## src/hw/anps_pkg.sv

```systemverilog
// constants, layouts and carrier types for the next-page status register bank
package anps_pkg;
	// register indices; byte address is four times the index
	localparam logic [5:0] ANPS_IDX_EXP = 6'h06;
	localparam logic [5:0] ANPS_IDX_NPT = 6'h07;
	localparam logic [5:0] ANPS_IDX_NPR = 6'h08;
	localparam logic [5:0] ANPS_IDX_MSS = 6'h0a;
	localparam logic [5:0] ANPS_IDX_IST = 6'h18;
	localparam logic [5:0] ANPS_IDX_IMSK = 6'h19;
	// expansion register bit positions
	localparam int ANPS_EXP_PDF = 4;
	localparam int ANPS_EXP_LPNP = 3;
	localparam int ANPS_EXP_LNP = 2;
	localparam int ANPS_EXP_PGR = 1;
	localparam int ANPS_EXP_LPAN = 0;
	// master/slave status bit positions
	localparam int ANPS_MSS_FLT = 15;
	localparam int ANPS_MSS_ROLE = 14;
	localparam int ANPS_MSS_LRX = 13;
	localparam int ANPS_MSS_RRX = 12;
	localparam int ANPS_MSS_GFD = 11;
	localparam int ANPS_MSS_GHD = 10;
	// interrupt status bit positions and width
	localparam int ANPS_IRQ_PDF = 0;
	localparam int ANPS_IRQ_PGR = 1;
	localparam int ANPS_IRQ_MSF = 2;
	localparam int ANPS_IRQ_IDLE = 3;
	localparam int ANPS_IRQ_W = 4;
	// reset values and idle counter ceiling
	localparam logic [10:0] ANPS_NPT_CODE_RST = 11'h001;
	localparam logic [10:0] ANPS_NPR_CODE_RST = 11'h000;
	localparam logic [7:0] ANPS_IDLE_MAX = 8'hff;
	localparam logic [7:0] ANPS_IDLE_RST = 8'h00;
	// one next page code word, transmit and receive share the layout
	typedef struct packed {
		logic more;
		logic rsvd;
		logic msg;
		logic page_comply_ack;
		logic toggle;
		logic [10:0] code;
	} anps_page_s;
	// reset page images
	localparam anps_page_s ANPS_NPT_RST = '{1'b0, 1'b0, 1'b0, 1'b0, 1'b0, ANPS_NPT_CODE_RST};
	localparam anps_page_s ANPS_NPR_RST = '{1'b0, 1'b0, 1'b0, 1'b0, 1'b0, ANPS_NPR_CODE_RST};
endpackage

```

## src/hw/anps_regs.sv

```systemverilog
// wishbone register bank for auto-negotiation expansion, next pages and master/slave status
`timescale 1ns/1ps
`default_nettype none

module anps_regs import anps_pkg::*; #(
	parameter bit LOCAL_NP_ABLE = 1'b1
) (
	input wire logic clk_i,
	input wire logic rst_i,
	// wishbone classic slave
	input wire logic wb_cyc_i,
	input wire logic wb_stb_i,
	input wire logic wb_we_i,
	input wire logic [7:0] wb_adr_i,
	input wire logic [3:0] wb_sel_i,
	input wire logic [31:0] wb_dat_i,
	output logic [31:0] wb_dat_o,
	output logic wb_ack_o,
	// auto-negotiation side, same clock
	input wire logic an_enable_i,
	input wire logic partner_autoneg_able_i,
	input wire logic partner_np_able_i,
	input wire logic pd_fault_i,
	input wire logic page_rx_i,
	input wire anps_page_s page_rx_data_i,
	input wire logic page_tx_done_i,
	// master/slave side, same clock
	input wire logic ms_fault_i,
	input wire logic ms_master_i,
	input wire logic local_rx_ok_i,
	input wire logic remote_rx_ok_i,
	input wire logic gig_fd_adv_i,
	input wire logic partner_gig_hd_i,
	input wire logic idle_err_i,
	// page to transmit and interrupt
	output anps_page_s tx_page_o,
	output logic irq_o
);

	// bus decode
	logic req; // request present and not yet answered
	logic [5:0] idx; // word index
	logic rd_exp; // expansion read taken this edge
	logic rd_mss; // master/slave read taken this edge
	logic wr_npt; // transmit page write
	logic wr_ist; // interrupt status write
	logic wr_imsk; // interrupt mask write

	// stored state
	logic pd_fault_r; // parallel detect fault latch
	logic page_rcvd_r; // new page latch
	logic ms_fault_r; // master/slave fault latch
	logic [7:0] idle_cnt_r; // idle error counter
	logic [7:0] idle_cnt_nxt;
	anps_page_s rx_page_r; // last page from the partner
	logic [ANPS_IRQ_W-1:0] ist_r; // sticky interrupt status
	logic [ANPS_IRQ_W-1:0] ist_nxt;
	logic [ANPS_IRQ_W-1:0] imsk_r; // interrupt mask
	logic [ANPS_IRQ_W-1:0] ev; // events this cycle
	logic [15:0] rdata; // read mux
	logic [15:0] exp_v; // expansion image
	logic [15:0] mss_v; // master/slave image

	// a request is answered one edge after it is seen
	assign req = wb_cyc_i && wb_stb_i && !wb_ack_o;
	assign idx = wb_adr_i[7:2];
	assign rd_exp = req && !wb_we_i && (idx == ANPS_IDX_EXP);
	assign rd_mss = req && !wb_we_i && (idx == ANPS_IDX_MSS);
	assign wr_npt = req && wb_we_i && (idx == ANPS_IDX_NPT);
	assign wr_ist = req && wb_we_i && (idx == ANPS_IDX_IST);
	assign wr_imsk = req && wb_we_i && (idx == ANPS_IDX_IMSK);

	// ack pulse, one cycle per request
	always_ff @(posedge clk_i) begin
		if (rst_i) begin
			wb_ack_o <= 1'b0;
		end else begin
			wb_ack_o <= req;
		end
	end

	// parallel detect fault: set wins over the clearing read
	always_ff @(posedge clk_i) begin
		if (rst_i) begin
			pd_fault_r <= 1'b0;
		end else begin
			pd_fault_r <= pd_fault_i || (pd_fault_r && !rd_exp);
		end
	end

	// new page flag: set wins over the clearing read
	always_ff @(posedge clk_i) begin
		if (rst_i) begin
			page_rcvd_r <= 1'b0;
		end else begin
			page_rcvd_r <= page_rx_i || (page_rcvd_r && !rd_exp);
		end
	end

	// partner page capture; reserved bit forced to zero
	always_ff @(posedge clk_i) begin
		if (rst_i) begin
			rx_page_r <= ANPS_NPR_RST;
		end else if (page_rx_i) begin
			rx_page_r <= page_rx_data_i;
			rx_page_r.rsvd <= 1'b0;
		end
	end

	// transmit page: software fields by byte lane
	always_ff @(posedge clk_i) begin
		if (rst_i) begin
			tx_page_o.code <= ANPS_NPT_CODE_RST;
			tx_page_o.more <= 1'b0;
			tx_page_o.msg <= 1'b0;
			tx_page_o.page_comply_ack <= 1'b0;
		end else if (wr_npt) begin
			// low lane holds code bits 7:0
			if (wb_sel_i[0]) begin
				tx_page_o.code[7:0] <= wb_dat_i[7:0];
			end
			// high lane holds flags and code bits 10:8
			if (wb_sel_i[1]) begin
				tx_page_o.code[10:8] <= wb_dat_i[10:8];
				tx_page_o.more <= wb_dat_i[15];
				tx_page_o.msg <= wb_dat_i[13];
				tx_page_o.page_comply_ack <= wb_dat_i[12];
			end
		end
	end

	// reserved bit of the transmit page never set
	always_ff @(posedge clk_i) begin
		if (rst_i) begin
			tx_page_o.rsvd <= 1'b0;
		end else begin
			tx_page_o.rsvd <= 1'b0;
		end
	end

	// toggle flips after each exchanged code word
	always_ff @(posedge clk_i) begin
		if (rst_i) begin
			tx_page_o.toggle <= 1'b0;
		end else if (page_tx_done_i) begin
			tx_page_o.toggle <= !tx_page_o.toggle;
		end
	end

	// master/slave fault: set wins over the clearing read
	always_ff @(posedge clk_i) begin
		if (rst_i) begin
			ms_fault_r <= 1'b0;
		end else begin
			ms_fault_r <= ms_fault_i || (ms_fault_r && !rd_mss);
		end
	end

	// idle error counter next value
	always_comb begin
		if (rd_mss) begin
			// restart; an error in the read cycle counts as one
			idle_cnt_nxt = idle_err_i ? 8'h01 : ANPS_IDLE_RST;
		end else if (idle_err_i && (idle_cnt_r != ANPS_IDLE_MAX)) begin
			idle_cnt_nxt = idle_cnt_r + 8'h01;
		end else begin
			// hold, including at the ceiling
			idle_cnt_nxt = idle_cnt_r;
		end
	end

	// idle error counter
	always_ff @(posedge clk_i) begin
		if (rst_i) begin
			idle_cnt_r <= ANPS_IDLE_RST;
		end else begin
			idle_cnt_r <= idle_cnt_nxt;
		end
	end

	// event vector for the interrupt status
	always_comb begin
		ev = '0;
		ev[ANPS_IRQ_PDF] = pd_fault_i;
		ev[ANPS_IRQ_PGR] = page_rx_i;
		ev[ANPS_IRQ_MSF] = ms_fault_i;
		ev[ANPS_IRQ_IDLE] = idle_err_i && (idle_cnt_r == ANPS_IDLE_MAX) && !rd_mss;
	end

	// sticky status: write one clears, event wins
	always_comb begin
		ist_nxt = ist_r;
		if (wr_ist && wb_sel_i[0]) begin
			ist_nxt = ist_r & ~wb_dat_i[ANPS_IRQ_W-1:0];
		end
		ist_nxt = ist_nxt | ev;
	end

	// status and mask registers
	always_ff @(posedge clk_i) begin
		if (rst_i) begin
			ist_r <= '0;
			imsk_r <= '0;
		end else begin
			ist_r <= ist_nxt;
			if (wr_imsk && wb_sel_i[0]) begin
				imsk_r <= wb_dat_i[ANPS_IRQ_W-1:0];
			end
		end
	end

	// level interrupt, registered from next status
	always_ff @(posedge clk_i) begin
		if (rst_i) begin
			irq_o <= 1'b0;
		end else begin
			irq_o <= |(ist_nxt & (wr_imsk && wb_sel_i[0] ? wb_dat_i[ANPS_IRQ_W-1:0] : imsk_r));
		end
	end

	// expansion image; reserved bits zero
	always_comb begin
		exp_v = 16'h0000;
		exp_v[ANPS_EXP_PDF] = pd_fault_r;
		exp_v[ANPS_EXP_LPNP] = partner_np_able_i;
		exp_v[ANPS_EXP_LNP] = LOCAL_NP_ABLE;
		exp_v[ANPS_EXP_PGR] = page_rcvd_r;
		exp_v[ANPS_EXP_LPAN] = an_enable_i && partner_autoneg_able_i;
	end

	// master/slave image; bits 9:8 zero
	always_comb begin
		mss_v = 16'h0000;
		mss_v[ANPS_MSS_FLT] = ms_fault_r;
		mss_v[ANPS_MSS_ROLE] = ms_master_i;
		mss_v[ANPS_MSS_LRX] = local_rx_ok_i;
		mss_v[ANPS_MSS_RRX] = remote_rx_ok_i;
		mss_v[ANPS_MSS_GFD] = gig_fd_adv_i;
		mss_v[ANPS_MSS_GHD] = partner_gig_hd_i;
		mss_v[7:0] = idle_cnt_r;
	end

	// read mux; unmapped reads return zero
	always_comb begin
		case (idx)
			ANPS_IDX_EXP: begin
				rdata = exp_v;
			end
			ANPS_IDX_NPT: begin
				rdata = tx_page_o;
			end
			ANPS_IDX_NPR: begin
				rdata = rx_page_r;
			end
			ANPS_IDX_MSS: begin
				rdata = mss_v;
			end
			ANPS_IDX_IST: begin
				rdata = {12'h000, ist_r};
			end
			ANPS_IDX_IMSK: begin
				rdata = {12'h000, imsk_r};
			end
			default: begin
				rdata = 16'h0000;
			end
		endcase
	end

	// read data captured with the ack
	always_ff @(posedge clk_i) begin
		if (rst_i) begin
			wb_dat_o <= 32'h00000000;
		end else if (req && !wb_we_i) begin
			wb_dat_o <= {16'h0000, rdata};
		end
	end
endmodule // anps_regs

`default_nettype wire

```

## config.mk

```make
export PLATFORM = sky130hd
export DESIGN_NAME = anps_regs
export DESIGN_NICKNAME = d
export VERILOG_FILES = /design/src/hw/anps_pkg.sv /design/src/hw/anps_regs.sv
export SDC_FILE = /design/constraint.sdc
export NUM_CORES = 1
export LEC_CHECK = 0
export BUFFER_PORTS_ARGS = -buffer_cell sky130_fd_sc_hd__buf_4
export CORE_ASPECT_RATIO = 0.7
export CORE_MARGIN = 8
export CORE_UTILIZATION = 40
export CTS_BUF_LIST = sky130_fd_sc_hd__clkbuf_2 sky130_fd_sc_hd__clkbuf_4 sky130_fd_sc_hd__clkbuf_8
export DETAILED_ROUTE_END_ITERATION = 6
export HOLD_SLACK_MARGIN = 0.1
export PLACE_DENSITY = 0.7
export SETUP_SLACK_MARGIN = 0.5
export SLEW_MARGIN = 20
export SYNTH_ARGS = -nofsm -noshare
export SYNTH_HDL_FRONTEND = slang
export SYNTH_SLANG_ARGS = --single-unit
```

## constraint.sdc

```tcl
create_clock -name clk_i -period 4 [get_ports clk_i]
set_input_delay 0.2 -clock clk_i [delete_from_list [all_inputs] [get_ports clk_i]]
set_output_delay 0.2 -clock clk_i [all_outputs]
set_load 0.01 [all_outputs]
```

# After elaboration in Yosys (flattened, before gate mapping)
# Index checks and enable logic that the tools add are counted.
# Widths: inputs -> output; s select.
# word_totals
output_inout_bits,50
reg_bits,67
inputBits,78
word_cells,69
# classes
n_eq_ne,8
n_reduce_logical,30
muxes,6
addsub,1
bitwise,4
# op_table
op,n
$pmux 16 s6,1
$logic_and 1x1->1,18
$mux 8,2
$eq 6x3->1 const B,2
$eq 6x4->1 const B,2
$eq 6x5->1 const B,2
$add 8x1->8 const B,1
$and 4x4->4,2
$eq 8x8->1 const B,1
$mux 4,2
$ne 8x8->1 const B,1
$logic_not 1->1,5
$not 4->4,1
$or 4x4->4,1
$reduce_and 2->1,2
$reduce_or 4->1,1
$logic_or 1x1->1,3
$reduce_bool 2->1,1
$mux 1,1

# Depth between registers and ports, before layout
# depth
word_depth,9
mapped_depth,7
ltp_nobuf,6

# Worst setup path after synthesis
# No wires, ideal clock.
# synth_path
path_kind,reg-to-reg
start,register wb_ack_o
end,register irq_o
arrival_time_ns,1.305
required_time_ns,3.860
path_buffers,1
synth_period_minus_slack_ns,1.445
stages_incl_launch_ff,7
setup_slack_ns,2.555
setup_time_ns,0.140
cell_sequence,dfxtp_1 > nand4bb_1 > clkbuf_1 > nand3b_1 > and3_1 > o21bai_1 > a41oi_1
# synth_via
elab_chain_cells,9
word_cells_on_any_way,16
classes_between,mux (2); bitwise (2); reduce/logical (12)
# synth_rtl
element,line_no,source
"start, declared",anps_regs.sv:18,"output logic wb_ack_o,"
"start signal, assigned",anps_regs.sv:78,wb_ack_o <= req;
$logic_not 1->1 *,anps_regs.sv:65,assign req = wb_cyc_i && wb_stb_i && !wb_ack_o;
$logic_and 1x1->1 *,anps_regs.sv:65,
"$logic_and 1x1->1, on equally long branches","anps_regs.sv:70, anps_regs.sv:71, anps_regs.sv:68",
"$logic_and 1x1->1, on equally long branches","anps_regs.sv:70, anps_regs.sv:68",
$logic_and 1x1->1 or $logic_not 1->1 (tied branches),"anps_regs.sv:193, anps_regs.sv:187",
$mux 4 or $logic_and 1x1->1 (tied branches),"anps_regs.sv:193, anps_regs.sv:187",
$or 4x4->4,anps_regs.sv:196,ist_nxt = ist_nxt | ev;
$and 4x4->4 *,anps_regs.sv:217,irq_o <= |(ist_nxt & (wr_imsk && wb_sel_i[0] ? wb_dat_i[ANPS_IRQ_W-1:0] : imsk_r));
$reduce_or 4->1 *,anps_regs.sv:217,
"end signal, assigned",anps_regs.sv:217,
"end, declared",anps_regs.sv:37,output logic irq_o
# Mark *: on every way between the ends. The rest lies on a longest branch, timed or not.
# A chain may end at the register's enable or synchronous reset.

# Worst setup path in the final report
# layout_path
start,input port wb_adr_i[5]
end,register tx_page_o[0] (netlist name)
# layout_via
elab_chain_cells,3
# layout_rtl
element,line_no,source
"start, declared",anps_regs.sv:14,"input wire logic [7:0] wb_adr_i,"
$eq 6x3->1,anps_regs.sv:69,assign wr_npt = req && wb_we_i && (idx == ANPS_IDX_NPT);
$logic_and 1x1->1,anps_regs.sv:69,
$reduce_and 2->1 (no source line),-,
"end, declared",anps_regs.sv:36,"output anps_page_s tx_page_o,"
# Every way passes these cells.

==> results.md <==
- Outcome: finished, final reports clean
- NumNets Final: 502
- Post-Layout Cell Count: 526
- Diode count: 0
- TNS Setup: 0 ns
- Mapped Area: ~3100 um2
- Longest Clk Path Bufs: 2
- First-pass GRT wire length: between 10 and 15 mm
- Synthesis-stage register bit count: 67
- Crit end category: flop
- Most area-hungry cell type in the Yosys netlist: dfxtp_1
- Die width: about 120 um
- Synthesized area per cell: between 9 and 10 um2
- Share of layout cells above drive strength 1: 0.283
- Post-synth top area share: 0.434
- Worst-Margin Slew: between 0.9 and 1 ns
- Pre-antenna DRT Iters: 4
- Max cap viols: 0
- Die Y-Extent: about 90 um
- Gp weighted congestion: 0.827
- Via-per-instance ratio: between 5 and 6
- RSZ-0062 raised after global routing: no
- IO Count: 128
- Post-synth cell types: 52
- Max H-tree Level: 3
- Achievable frequency: 489 MHz
- VDD IR max: 194 uV
- Mapped Cells: roughly 320
- Final design utilization: 0.565
- Yosys Warn Count: 0
- # setup viols final: 0
- Via Count: between 2k and 3k
- Initial antenna violation count: 0
- Worst hold margin: around 0.11 ns
- P_leak: 1.77 nW
- Final Routed Wirelength: around 9.0 mm
- Worst Slack Setup Final: roughly 2.0 ns
- Clk sink count: 67
- Worst hold path class: input port to flop
- Layout area overhead: 34.8%
- Period utilisation layout: 0.511
- DRC viols: 0
- CTS tree: yes
- Total GRT Usage: 0.167
- CTS Root Cell: clkbuf_8
- Post-Place Cells: 483
- Power per standard cell area: 340 nW/um2
- Initial Util: 0.419
- Dpl ws: 1.58 ns
- Final worst path period need: 2.04 ns
- Post-placement cell area: 3700 um2
- Skew-Pair Late Insertion Delay: between 0.3 and 0.4 ns
- Required time of the critical path: about 4.2 ns
- Most frequent cells in the layout: 88 x buf_4, 67 x dfxtp_1, 64 x nor2_1
- Seq/Total Area, Yosys: 0.434
- # Post-CTS Setup Buffers: 0
- Post-CTS sizing: 0
- Design area: approximately 4200 um2
- Row count: 26
- Setup CP Type: input port to flop
- Hold Violations, Final: 0
- Slew HR: 0.338
- Worst path max stage delay: ~0.70 ns
- Clock transition at the registers of the reported paths: approximately 0.080 ns
- Die footprint: 10,800 um2
- Final slew viol count: 0
- DP HPWL: between 6 and 7 mm
- Ys async rst share: 0
- Core ar.: about 7400 um2
- Worst setup SP type: input port
- PortBufs: between 80 and 90
- Cts hold-fix bufs: 27
- Crit-path cells: buf_4 -> nand3b_2 -> nor4_4 -> and3_1 -> nor2b_1 -> a211o_1
- Initial DRC count: around 240
- Slowest cell on crit path: and3_1
- Remaining Overflow, GRT: 0
- EDFF count, synth: 0
- Number of global-route vias before repair: 2,718
- Average wire per standard cell: 17.1 um
- Worst-path fanout max: 13
- Most common cell after layout, fill and taps aside: buf_4
- Critical Path AT: around 2.3 ns
- Final Skew: 0.0118 ns
- Pin count of the biggest net entering global routing: just over 60
- Final Total Pwr: 1.42 mW
- Antenna-violating nets left: 0
- Total CTS buffers: 9
- Ys flop type: dfxtp_1
- Dominant cells by area after synthesis: dfxtp_1 43%, mux2i_1 10%, nor2_1 7.8%, buf_4 4.4%, a222oi_1 4.2%
==> cells by family (layout without fill, tap and decap cells) <==
| kind of cell | Yosys count | in the layout | share of synthesized area |
|---|---|---|---|
| AO/OA/AOI/OAI | 63 | 63 | 0.171 |
| XOR/XNOR | 7 | 7 | 0.0198 |
| adder cells (fa/ha/maj) | 1 | 1 | 0.00404 |
| buffers and inverters | 39 | 134 | 0.0805 |
| flip-flops | 67 | 67 | 0.434 |
| multiplexers | 35 | 35 | 0.114 |
| other | 1 | 17 | 0.00121 |
| AND/OR/NAND/NOR | 104 | 104 | 0.176 |
==> area by class of cell <==
cell class	instances	area (um2)
tap	98	123
timing repair buffer	115	931
sequential	67	1340
fill	662	3220
inverter	3	11.3
clock inverter	7	76.3
clock buffer	9	124
multi-input combinational	227	1560
==> flip-flops by register name, summed over array words and instances, names as in the netlist <==
name and count:
pd_fault_r 1, rx_page_r 15, page_rcvd_r 1, wb_dat_o 16
ms_fault_r 1, wb_ack_o 1, irq_o 1, ist_r 4
imsk_r 4, tx_page_o 15, idle_cnt_r 8
==> layer usage <==
| layer | GRT usage | share of wire | vias to the layer above |
|---|---|---|---|
| met4 | 0.0474 | 0.0079 | 0 |
| met2 | 0.255 | 0.46 | 84 |
| met1 | 0.217 | 0.44 | 1246 |
| met5 | 0 | 0 | - |
| li1 | - | - | 1325 |
| met3 | 0.0606 | 0.082 | 8 |
==> cells in the mapped netlist, drive strengths merged (2+ instances only) <==
library cell and count:
a211oi 3, a21boi 4, a21oi 7, a221oi 3, a222oi 13, a22oi 3, a2bb2oi 11, and2 3
and3 3, buf 26, clkbuf 10, dfxtp 67, inv 3, mux2 3, mux2i 32, nand2 8
nand3 5, nand3b 3, nand4 4, nor2 64, nor3 2, nor3b 3, nor4 2, o21ai 4
o21ba 4, o21bai 5, xnor2 4, xor2 3
==> final timing paths <==
check                                    to  slack [ns]                 startpoint  cells past startpoint
setup / recovery  tx_page_o[0]$_SDFFE_PP1P_        1.96                wb_adr_i[5]                      6
hold / removal    rx_page_r[2]$_SDFFE_PP0P_        0.11          page_rx_data_i[2]                      3
setup reg to reg  wb_dat_o[12]$_SDFFE_PP0N_        2.27        wb_ack_o$_SDFF_PP0_                      6
hold reg to reg   wb_dat_o[14]$_SDFFE_PP0N_        0.47  wb_dat_o[14]$_SDFFE_PP0N_                      2
==> power by group <==
part / total, mW / switching [mW] / internal (mW)
Combinational: 0.158 / 0.0735 / 0.0842
Sequential: 0.697 / 0.0116 / 0.685
Clock: 0.561 / 0.271 / 0.290
==> critical path, delay by kind of cell <==
kind	cells	cell delay, ns
AOI/OAI and AO/OA	1	0.28
buffers and inverters	1	0.13
and+or+nand+nor	4	1.68
(Power assumes the default switching activity.)
